[src/hdl/pdst_defines.vh]
// register offsets, field layouts, response codes and slot timing for the
// power-down slot timing block; included by the top design file, the monitor and the bench
`ifndef PDST_DEFINES_VH
`define PDST_DEFINES_VH
`define PDST_IDX_SLOT_LO 8'h1A
`define PDST_IDX_SLOT_HI 8'h1B
`define PDST_IDX_CONV2 8'h1C
// each register is one aligned word: byte address is four times the index
`define PDST_OFF_SLOT_LO (`PDST_IDX_SLOT_LO << 2)
`define PDST_OFF_SLOT_HI (`PDST_IDX_SLOT_HI << 2)
`define PDST_OFF_CONV2 (`PDST_IDX_CONV2 << 2)
`define PDST_OFF_CTRL 8'h20
`define PDST_OFF_STAT 8'h24
`define PDST_CONV2_RAMP_BIT 6
`define PDST_CONV2_CODE_MSB 4
`define PDST_CONV2_RW_MASK 8'h5F
`define PDST_CTRL_PWRDN_BIT 0
`define PDST_CTRL_LOW_POWER_HOLD_STATE_BIT 1
`define PDST_CLK_MHZ 24'h000064
`define PDST_T1_US 24'h0005DC
`define PDST_T2_US 24'h000BB8
`define PDST_T3_US 24'h002710
`define PDST_CYC1 (`PDST_T1_US * `PDST_CLK_MHZ)
`define PDST_CYC2 (`PDST_T2_US * `PDST_CLK_MHZ)
`define PDST_CYC3 (`PDST_T3_US * `PDST_CLK_MHZ)
`define PDST_NUM_SLOTS 8
`define PDST_RESP_OKAY 2'b00
`define PDST_RESP_SLVERR 2'b10
`endif

[src/hdl/pdst_slot_timer.v]
// slot timer: counts one slot duration after a start pulse
// assumes start is only given while idle
`timescale 1ns/10ps
`default_nettype none
module pdst_slot_timer #(
   parameter [23:0] CYC1 = 24'd150000,
   parameter [23:0] CYC2 = 24'd300000,
   parameter [23:0] CYC3 = 24'd1000000
) (
   input wire aclk,
   input wire aresetn,
   input wire start,
   input wire [1:0] code,
   output reg done
);
   reg [23:0] cnt_reg;
   reg busy_reg;

   function [23:0] pdst_decode;
      input [1:0] c;
      begin
         case (c)
            2'd1: pdst_decode = CYC1;
            2'd2: pdst_decode = CYC2;
            2'd3: pdst_decode = CYC3;
            default: pdst_decode = 24'h000000;
         endcase
      end
   endfunction

   always @(posedge aclk)
   begin
      if (!aresetn)
      begin
         cnt_reg <= 24'h000000;
         busy_reg <= 1'b0;
         done <= 1'b0;
      end
      else
      begin
         done <= 1'b0;
         if (start)
         begin
            // zero code ends at once
            if (code == 2'd0)
               done <= 1'b1;
            else
            begin
               cnt_reg <= pdst_decode(code) - 24'h000001;
               busy_reg <= 1'b1;
            end
         end
         else if (busy_reg)
         begin
            if (cnt_reg == 24'h000001 || cnt_reg == 24'h000000)
            begin
               busy_reg <= 1'b0;
               done <= 1'b1;
            end
            cnt_reg <= cnt_reg - 24'h000001;
         end
      end
   end
endmodule
`default_nettype wire

[src/hdl/pdst_top.v]
// power-down slot timing: slot duration registers, second converter
// standby voltage register, AXI4-Lite slave and slot sequencer
// assumes nvm defaults are stable while aresetn is low
//
// What this block does
// - each slot holds a 2-bit code: none, 1.5ms, 3ms, 10ms
// - slots 0-3 sit at 1Ah, slot 0 in bits 7-6 down to slot 3
// - slots 4-7 sit at 1Bh, slot 7 in bits 1-0
// - same slot durations serve power-down and active-to-standby
// - durations load from nvm at reset, then host reads or writes freely
// - bit 6 of 1Ch enables the second converter standby ramp
// - bits 4-0 of 1Ch hold standby code, 0.600V plus 25mV steps
//
// Added by the designer: the AXI4-Lite register port.
`timescale 1ns/10ps
`default_nettype none
`include "pdst_defines.vh"
module pdst_top #(
   parameter [23:0] CYC1 = `PDST_CYC1,
   parameter [23:0] CYC2 = `PDST_CYC2,
   parameter [23:0] CYC3 = `PDST_CYC3
) (
   input wire aclk,
   input wire aresetn,
   input wire [7:0] nvm_slot_lo,
   input wire [7:0] nvm_slot_hi,
   input wire [7:0] nvm_conv2,
   input wire [31:0] s_axi_awaddr,
   input wire s_axi_awvalid,
   output wire s_axi_awready,
   input wire [31:0] s_axi_wdata,
   input wire [3:0] s_axi_wstrb,
   input wire s_axi_wvalid,
   output wire s_axi_wready,
   output reg [1:0] s_axi_bresp,
   output reg s_axi_bvalid,
   input wire s_axi_bready,
   input wire [31:0] s_axi_araddr,
   input wire s_axi_arvalid,
   output wire s_axi_arready,
   output reg [31:0] s_axi_rdata,
   output reg [1:0] s_axi_rresp,
   output reg s_axi_rvalid,
   input wire s_axi_rready,
   output reg seq_busy,
   output reg seq_low_power_hold_state,
   output reg [2:0] seq_slot,
   output reg seq_slot_pulse,
   output reg seq_done_pulse,
   output reg conv_two_standby_ramp_en,
   output reg [4:0] conv_two_standby_volt_code,
   output reg conv_two_ramp_req
);
   localparam ST_IDLE = 2'd0;
   localparam ST_START = 2'd1;
   localparam ST_WAIT = 2'd2;

   reg [7:0] shutdown_slot_times_lo_reg;
   reg [7:0] shutdown_slot_times_hi_reg;
   reg [31:0] aw_addr_reg;
   reg aw_have_reg;
   reg [31:0] w_data_reg;
   reg w_strb_reg;
   reg w_have_reg;
   reg [1:0] state_reg;
   reg is_low_power_hold_state_reg;
   reg pend_pwrdn_reg;
   reg pend_low_power_hold_state_reg;
   reg nvm_load_reg;
   wire timer_done;
   wire [1:0] cur_code;
   wire wr_fire;
   wire rd_fire;
   wire [7:0] wa;
   wire [7:0] ra;
   wire wr_ok;

   // per-slot code: slot 0 / slot 4 in the top bit pair
   function [1:0] pdst_slot_code;
      input [2:0] slot;
      input [7:0] lo;
      input [7:0] hi;
      reg [7:0] r;
      begin
         r = slot[2] ? hi : lo;
         case (slot[1:0])
            2'd0: pdst_slot_code = r[7:6];
            2'd1: pdst_slot_code = r[5:4];
            2'd2: pdst_slot_code = r[3:2];
            default: pdst_slot_code = r[1:0];
         endcase
      end
   endfunction

   function pdst_known;
      input [7:0] a;
      begin
         pdst_known = (a == `PDST_OFF_SLOT_LO) || (a == `PDST_OFF_SLOT_HI) ||
            (a == `PDST_OFF_CONV2) || (a == `PDST_OFF_CTRL) || (a == `PDST_OFF_STAT);
      end
   endfunction

   assign cur_code = pdst_slot_code(seq_slot, shutdown_slot_times_lo_reg,
      shutdown_slot_times_hi_reg);
   assign s_axi_awready = !aw_have_reg && !s_axi_bvalid;
   assign s_axi_wready = !w_have_reg && !s_axi_bvalid;
   assign s_axi_arready = !s_axi_rvalid;
   assign wr_fire = aw_have_reg && w_have_reg && !s_axi_bvalid;
   assign rd_fire = s_axi_arvalid && s_axi_arready;
   assign wa = aw_addr_reg[7:0];
   assign ra = s_axi_araddr[7:0];
   assign wr_ok = (aw_addr_reg[31:8] == 24'h000000) && pdst_known(wa);

   pdst_slot_timer #(
      .CYC1(CYC1),
      .CYC2(CYC2),
      .CYC3(CYC3)
   ) u_timer (
      .aclk(aclk),
      .aresetn(aresetn),
      .start(state_reg == ST_START),
      .code(cur_code),
      .done(timer_done)
   );

   // nvm defaults are captured on the first edge after reset release
   always @(posedge aclk)
   begin
      if (!aresetn)
         nvm_load_reg <= 1'b1;
      else
         nvm_load_reg <= 1'b0;
   end

   // write channel and register file
   always @(posedge aclk)
   begin
      if (!aresetn)
      begin
         aw_addr_reg <= 32'h00000000;
         aw_have_reg <= 1'b0;
         w_data_reg <= 32'h00000000;
         w_strb_reg <= 1'b0;
         w_have_reg <= 1'b0;
         s_axi_bvalid <= 1'b0;
         s_axi_bresp <= `PDST_RESP_OKAY;
         shutdown_slot_times_lo_reg <= 8'h00;
         shutdown_slot_times_hi_reg <= 8'h00;
         conv_two_standby_ramp_en <= 1'b0;
         conv_two_standby_volt_code <= 5'h00;
         pend_pwrdn_reg <= 1'b0;
         pend_low_power_hold_state_reg <= 1'b0;
      end
      else
      begin
         if (nvm_load_reg)
         begin
            shutdown_slot_times_lo_reg <= nvm_slot_lo;
            shutdown_slot_times_hi_reg <= nvm_slot_hi;
            conv_two_standby_ramp_en <= nvm_conv2[`PDST_CONV2_RAMP_BIT];
            conv_two_standby_volt_code <= nvm_conv2[`PDST_CONV2_CODE_MSB:0];
         end
         if (s_axi_awvalid && s_axi_awready)
         begin
            aw_addr_reg <= s_axi_awaddr;
            aw_have_reg <= 1'b1;
         end
         if (s_axi_wvalid && s_axi_wready)
         begin
            w_data_reg <= s_axi_wdata;
            w_strb_reg <= s_axi_wstrb[0];
            w_have_reg <= 1'b1;
         end
         // commands taken by the sequencer clear; a new write wins
         if (state_reg == ST_IDLE && (pend_pwrdn_reg || pend_low_power_hold_state_reg))
         begin
            pend_pwrdn_reg <= 1'b0;
            pend_low_power_hold_state_reg <= 1'b0;
         end
         if (wr_fire)
         begin
            aw_have_reg <= 1'b0;
            w_have_reg <= 1'b0;
            s_axi_bvalid <= 1'b1;
            s_axi_bresp <= wr_ok ? `PDST_RESP_OKAY : `PDST_RESP_SLVERR;
            if (wr_ok && w_strb_reg)
            begin
               case (wa)
                  `PDST_OFF_SLOT_LO: shutdown_slot_times_lo_reg <= w_data_reg[7:0];
                  `PDST_OFF_SLOT_HI: shutdown_slot_times_hi_reg <= w_data_reg[7:0];
                  `PDST_OFF_CONV2:
                  begin
                     conv_two_standby_ramp_en <= w_data_reg[`PDST_CONV2_RAMP_BIT];
                     conv_two_standby_volt_code <= w_data_reg[`PDST_CONV2_CODE_MSB:0];
                  end
                  `PDST_OFF_CTRL:
                  begin
                     if (w_data_reg[`PDST_CTRL_PWRDN_BIT])
                        pend_pwrdn_reg <= 1'b1;
                     if (w_data_reg[`PDST_CTRL_LOW_POWER_HOLD_STATE_BIT])
                        pend_low_power_hold_state_reg <= 1'b1;
                  end
                  default: ;
               endcase
            end
         end
         else if (s_axi_bvalid && s_axi_bready)
            s_axi_bvalid <= 1'b0;
      end
   end

   // read channel
   always @(posedge aclk)
   begin
      if (!aresetn)
      begin
         s_axi_rvalid <= 1'b0;
         s_axi_rdata <= 32'h00000000;
         s_axi_rresp <= `PDST_RESP_OKAY;
      end
      else if (rd_fire)
      begin
         s_axi_rvalid <= 1'b1;
         s_axi_rresp <= (s_axi_araddr[31:8] == 24'h000000 && pdst_known(ra)) ?
            `PDST_RESP_OKAY : `PDST_RESP_SLVERR;
         case (ra)
            `PDST_OFF_SLOT_LO: s_axi_rdata <= {24'h000000, shutdown_slot_times_lo_reg};
            `PDST_OFF_SLOT_HI: s_axi_rdata <= {24'h000000, shutdown_slot_times_hi_reg};
            // reserved bits 7 and 5 read zero
            `PDST_OFF_CONV2: s_axi_rdata <= {24'h000000, 1'b0, conv_two_standby_ramp_en,
               1'b0, conv_two_standby_volt_code};
            `PDST_OFF_STAT: s_axi_rdata <= {24'h000000, 2'b00, seq_slot, 1'b0,
               seq_low_power_hold_state, seq_busy};
            default: s_axi_rdata <= 32'h00000000;
         endcase
      end
      else if (s_axi_rvalid && s_axi_rready)
         s_axi_rvalid <= 1'b0;
   end

   // slot sequencer, shared by both sequence kinds
   always @(posedge aclk)
   begin
      if (!aresetn)
      begin
         state_reg <= ST_IDLE;
         is_low_power_hold_state_reg <= 1'b0;
         seq_busy <= 1'b0;
         seq_slot <= 3'd0;
         seq_slot_pulse <= 1'b0;
         seq_done_pulse <= 1'b0;
         seq_low_power_hold_state <= 1'b0;
         conv_two_ramp_req <= 1'b0;
      end
      else
      begin
         seq_slot_pulse <= 1'b0;
         seq_done_pulse <= 1'b0;
         case (state_reg)
            ST_IDLE:
               if (pend_pwrdn_reg || pend_low_power_hold_state_reg)
               begin
                  is_low_power_hold_state_reg <= !pend_pwrdn_reg;
                  seq_busy <= 1'b1;
                  seq_slot <= 3'd0;
                  seq_slot_pulse <= 1'b1;
                  seq_low_power_hold_state <= 1'b0;
                  conv_two_ramp_req <= 1'b0;
                  state_reg <= ST_START;
               end
            ST_START:
               state_reg <= ST_WAIT;
            ST_WAIT:
               if (timer_done)
               begin
                  if (seq_slot == 3'd7)
                  begin
                     seq_busy <= 1'b0;
                     seq_done_pulse <= 1'b1;
                     seq_low_power_hold_state <= is_low_power_hold_state_reg;
                     conv_two_ramp_req <= is_low_power_hold_state_reg && conv_two_standby_ramp_en;
                     state_reg <= ST_IDLE;
                  end
                  else
                  begin
                     seq_slot <= seq_slot + 3'd1;
                     seq_slot_pulse <= 1'b1;
                     state_reg <= ST_START;
                  end
               end
            default:
               state_reg <= ST_IDLE;
         endcase
      end
   end
endmodule
`default_nettype wire

[config.mk]
export PLATFORM = sky130hd
export DESIGN_NAME = pdst_top
export DESIGN_NICKNAME = d
export VERILOG_FILES = /design/src/hdl/pdst_slot_timer.v /design/src/hdl/pdst_top.v
export VERILOG_INCLUDE_DIRS = /design/src /design/src/hdl
export SDC_FILE = /design/constraint.sdc
export NUM_CORES = 1
export LEC_CHECK = 0
export ABC_AREA = 1
export BUFFER_PORTS_ARGS = -buffer_cell sky130_fd_sc_hd__buf_2
export CORE_MARGIN = 3
export CORE_UTILIZATION = 40
export CTS_CLUSTER_SIZE = 30
export DETAILED_ROUTE_END_ITERATION = 16
export GPL_TIMING_DRIVEN = 0
export HOLD_SLACK_MARGIN = 0.05
export SETUP_SLACK_MARGIN = 0.4
export SLEW_MARGIN = 5
export SYNTH_ARGS = -nofsm -noshare
export SYNTH_HDL_FRONTEND = slang
export SYNTH_SLANG_ARGS = --single-unit
[constraint.sdc]
create_clock -name aclk -period 2.9 [get_ports aclk]
set_input_delay 0.145 -clock aclk [delete_from_list [all_inputs] [get_ports aclk]]
set_output_delay 0.145 -clock aclk [all_outputs]
set_load 0.02 [all_outputs]
==> impl_metrics.tcl <==
set metrics [dict create \
    numCtsBuffers 17 \
    port_buffers 129 \
    setup_slack_ns 0.600 \
    gp_congestion 0.884 \
    drive_gt1_share_pct 23.2 \
    clk_latency_ns 0.43 \
    synthTopCellsByArea "dfxtp_1 38%, nor2_1 12%, nand2_1 9.4%" \
    synth.avg_cell_area_um2 6.92 \
    synth_most_common_cell "nor2_1" \
    die-area_um2 17000 \
    critPathKind "flop to flop" \
    crit_path_max_incr_delay_ns 0.36 \
    grt_pass1_vias 5668 \
    ys_seq_elements 117 \
    cts-root-to-sink-buffers 2 \
    grtUsageTotal_pct 21.0 \
    synth_edf_count 0 \
    hold_violations 0 \
    cp_max_fo 7 \
    synth-simple-area-share_pct 32.2 \
    grt_pass1_wl_um 27900 \
    ys_seq_area_share_pct 37.8 \
    syn_to_final_growth_pct 35.2 \
    tightest_slew_ns 0.645 \
    cts_max_level 4 \
    fin_nets 1268 \
    place_area_um2 7170 \
    die_w_um 130 \
    core_region_area_um2 14900 \
    drv_slew 0 \
    min_period_over_period_pct 79.3 \
    drt_iter0_drc 447 \
    finalInstanceArea_um2 8380 \
    hp-class "input port to flop" \
    post-route-min-period_ns 2.30 \
    antenna_left 0 \
    largest_register_ffs 32 \
    n_antenna_cell 0 \
    drtPass1Iterations 5 \
    p_leak_nw 4.20 \
    vias 6375 \
    max_freq_ghz 0.435 \
    clkTransAtPathRegs_ns 0.06 \
    root_buffer "clkbuf_16" \
    syn_inst 896 \
    yosysTopAreaCellShare_pct 37.8 \
    setup_viol 0 \
    end_kind "flop" \
    hpwlAfterDp_um 12900 \
    synth_top_family_by_area "simple AND/OR/NAND/NOR gates" \
    ys_warn_count 0 \
    rsz0062_at_grt "no" \
    clock_sinks 117 \
    synth_xor_area_share_pct 0.848 \
    dieHeight_um 130 \
    max-vdd-ir-drop_mv 0.353 \
    synth.top_cells.by_count "201 x nor2_1, 156 x nand2_1, 117 x dfxtp_1, 81 x o21ai_0" \
    preCtsSetupSlack_ns -0.110 \
    cts_tree "built" \
    power.density_nw_per_um2 544 \
    crit_path_start_kind "flop" \
    relSlewSlack_pct 56.7 \
    nFillCells 1481 \
    finalNonFillerCells 1320 \
    synth-adder-area-share_pct 2.83 \
    via_per_inst 4.83 \
    crit_slowest_cell "dfxtp_2" \
    grt_max_degree 17 \
    crit_chain "inv_2, ha_2, inv_1, o221ai_1, nand2_1, o21ai_4, inv_2, ha_1, inv_1, nand2_4, nand2_2, inv_2, nor2_2, nand2_1, nand2_1, nor2_1" \
    rows 44 \
    synth_top_flop_cell "dfxtp_1" \
    synth_compound_area_share_pct 13.3 \
    total_power_mw 4.56 \
    cp.arrival_ns 2.62 \
    status "finished clean" \
    initial_core_util_pct 41.7 \
    synth.distinct_cells 47 \
    critical_path_required_ns 3.22 \
    wirelength_um 17700 \
    drc 0 \
    yosys.area.top_type "dfxtp_1" \
    syn_area_um2 6200 \
    grt-ovfl-total 0 \
    synth_mux_area_share_pct 2.58 \
    skew_ns 0.00766 \
    antenna_found_initial 0 \
    synthArstFlopShare_pct 0 \
    post-place-cells 1234 \
    ioPinCount 186 \
    cap_violations 0 \
    finish.utilization_pct 56.4 \
    wl_per_cell_um 13.4 \
]
layout by cell type (no fill, tap or decap), types with 6 or more instances in the layout:
cell type and n:
a21oi_1 61, buf_2 134, buf_4 39, clkbuf_1 16, clkbuf_16 17, conb_1 26
dfxtp_1 115, dlygate4sd3_1 45, ha_1 12, inv_1 57, inv_2 17, mux2i_1 16
nand2_1 155, nand2_2 8, nand3_1 40, nand4_1 13, nor2_1 199, nor2_2 6
nor4_1 9, o21ai_0 78
stage by stage:
stage / TNS, ns / hold slack (ns)
floorplan: 0 / 0.308
global placement: -0.0189 / 0.400
detailed placement: -0.119 / 0.406
CTS: 0 / 0.0521
global route: 0 / 0.0843
finish: 0 / 0.0583
worst max-delay path: cells and delay by family, from the launching register on:
kind | cells | cell delay [ns]
flops | 1 | 0.36
compound gates | 2 | 0.36
fa+ha+maj | 2 | 0.37
buf+inv | 5 | 0.36
simple gates | 7 | 0.74
routing by layer:
metal / GRT usage [%] / wire length, µm / vias to the layer above
met3: 5.04 / 1050 / 23
met4: 6.41 / 246 / 0
met1: 29.1 / 8390 / 2868
li1: - / - / 3319
met2: 32.6 / 7970 / 165
met5: 0 / 0 / -
area by class of cell:
class	instances	area, µm²	share of cell area, %
sequential	117	2350	28.0
buffer	57	374	4.46
timing repair buffer	183	1160	13.9
multi-input combinational	672	3340	39.9
clock buffer	18	439	5.24
tap	184	230	2.75
inverter	75	282	3.36
clock inverter	14	200	2.39
timing repair:
| action | in CTS | in global routing |
|---|---|---|
| endpoints found under the setup margin | 20 | 17 |
| pin swaps | 1 | 2 |
| hold endpoints to repair | 45 | 0 |
| buffers inserted | 1 | 8 |
| hold buffers | 45 | 0 |
| gates resized for setup | 11 | 15 |
path summary, 6_finish.rpt:
check	to	depth (start not counted)	start	slack (ns)
max	u_timer.cnt_reg[17]$_SDFFE_PN0P_	16	seq_slot[0]$_SDFFE_PN0P_	0.60
min	conv_two_standby_volt_code[0]$_SDFF_PN0_	5	nvm_conv2[0]	0.06
max reg2reg	u_timer.cnt_reg[17]$_SDFFE_PN0P_	16	seq_slot[0]$_SDFFE_PN0P_	0.60
min reg2reg	aw_addr_reg[0]$_SDFFE_PN0P_	2	aw_addr_reg[0]$_SDFFE_PN0P_	0.46
report_power, final:
group	internal (mW)	leakage, nW	switching (mW)
clock	1.47	0.303	0.812
sequential	1.69	0.959	0.0605
combinational	0.232	2.93	0.300
total	3.39	4.20	1.17
kinds of logic after synthesis:
logic type,Yosys count
DFF,117
xor gates and xnor gates,6
and+or+nand+nor,453
AOI/OAI and AO/OA,157
muxes,16
buffers and inverters,132
adders and majority gates,14
other,1
Power figures use the tool's default switching activity.
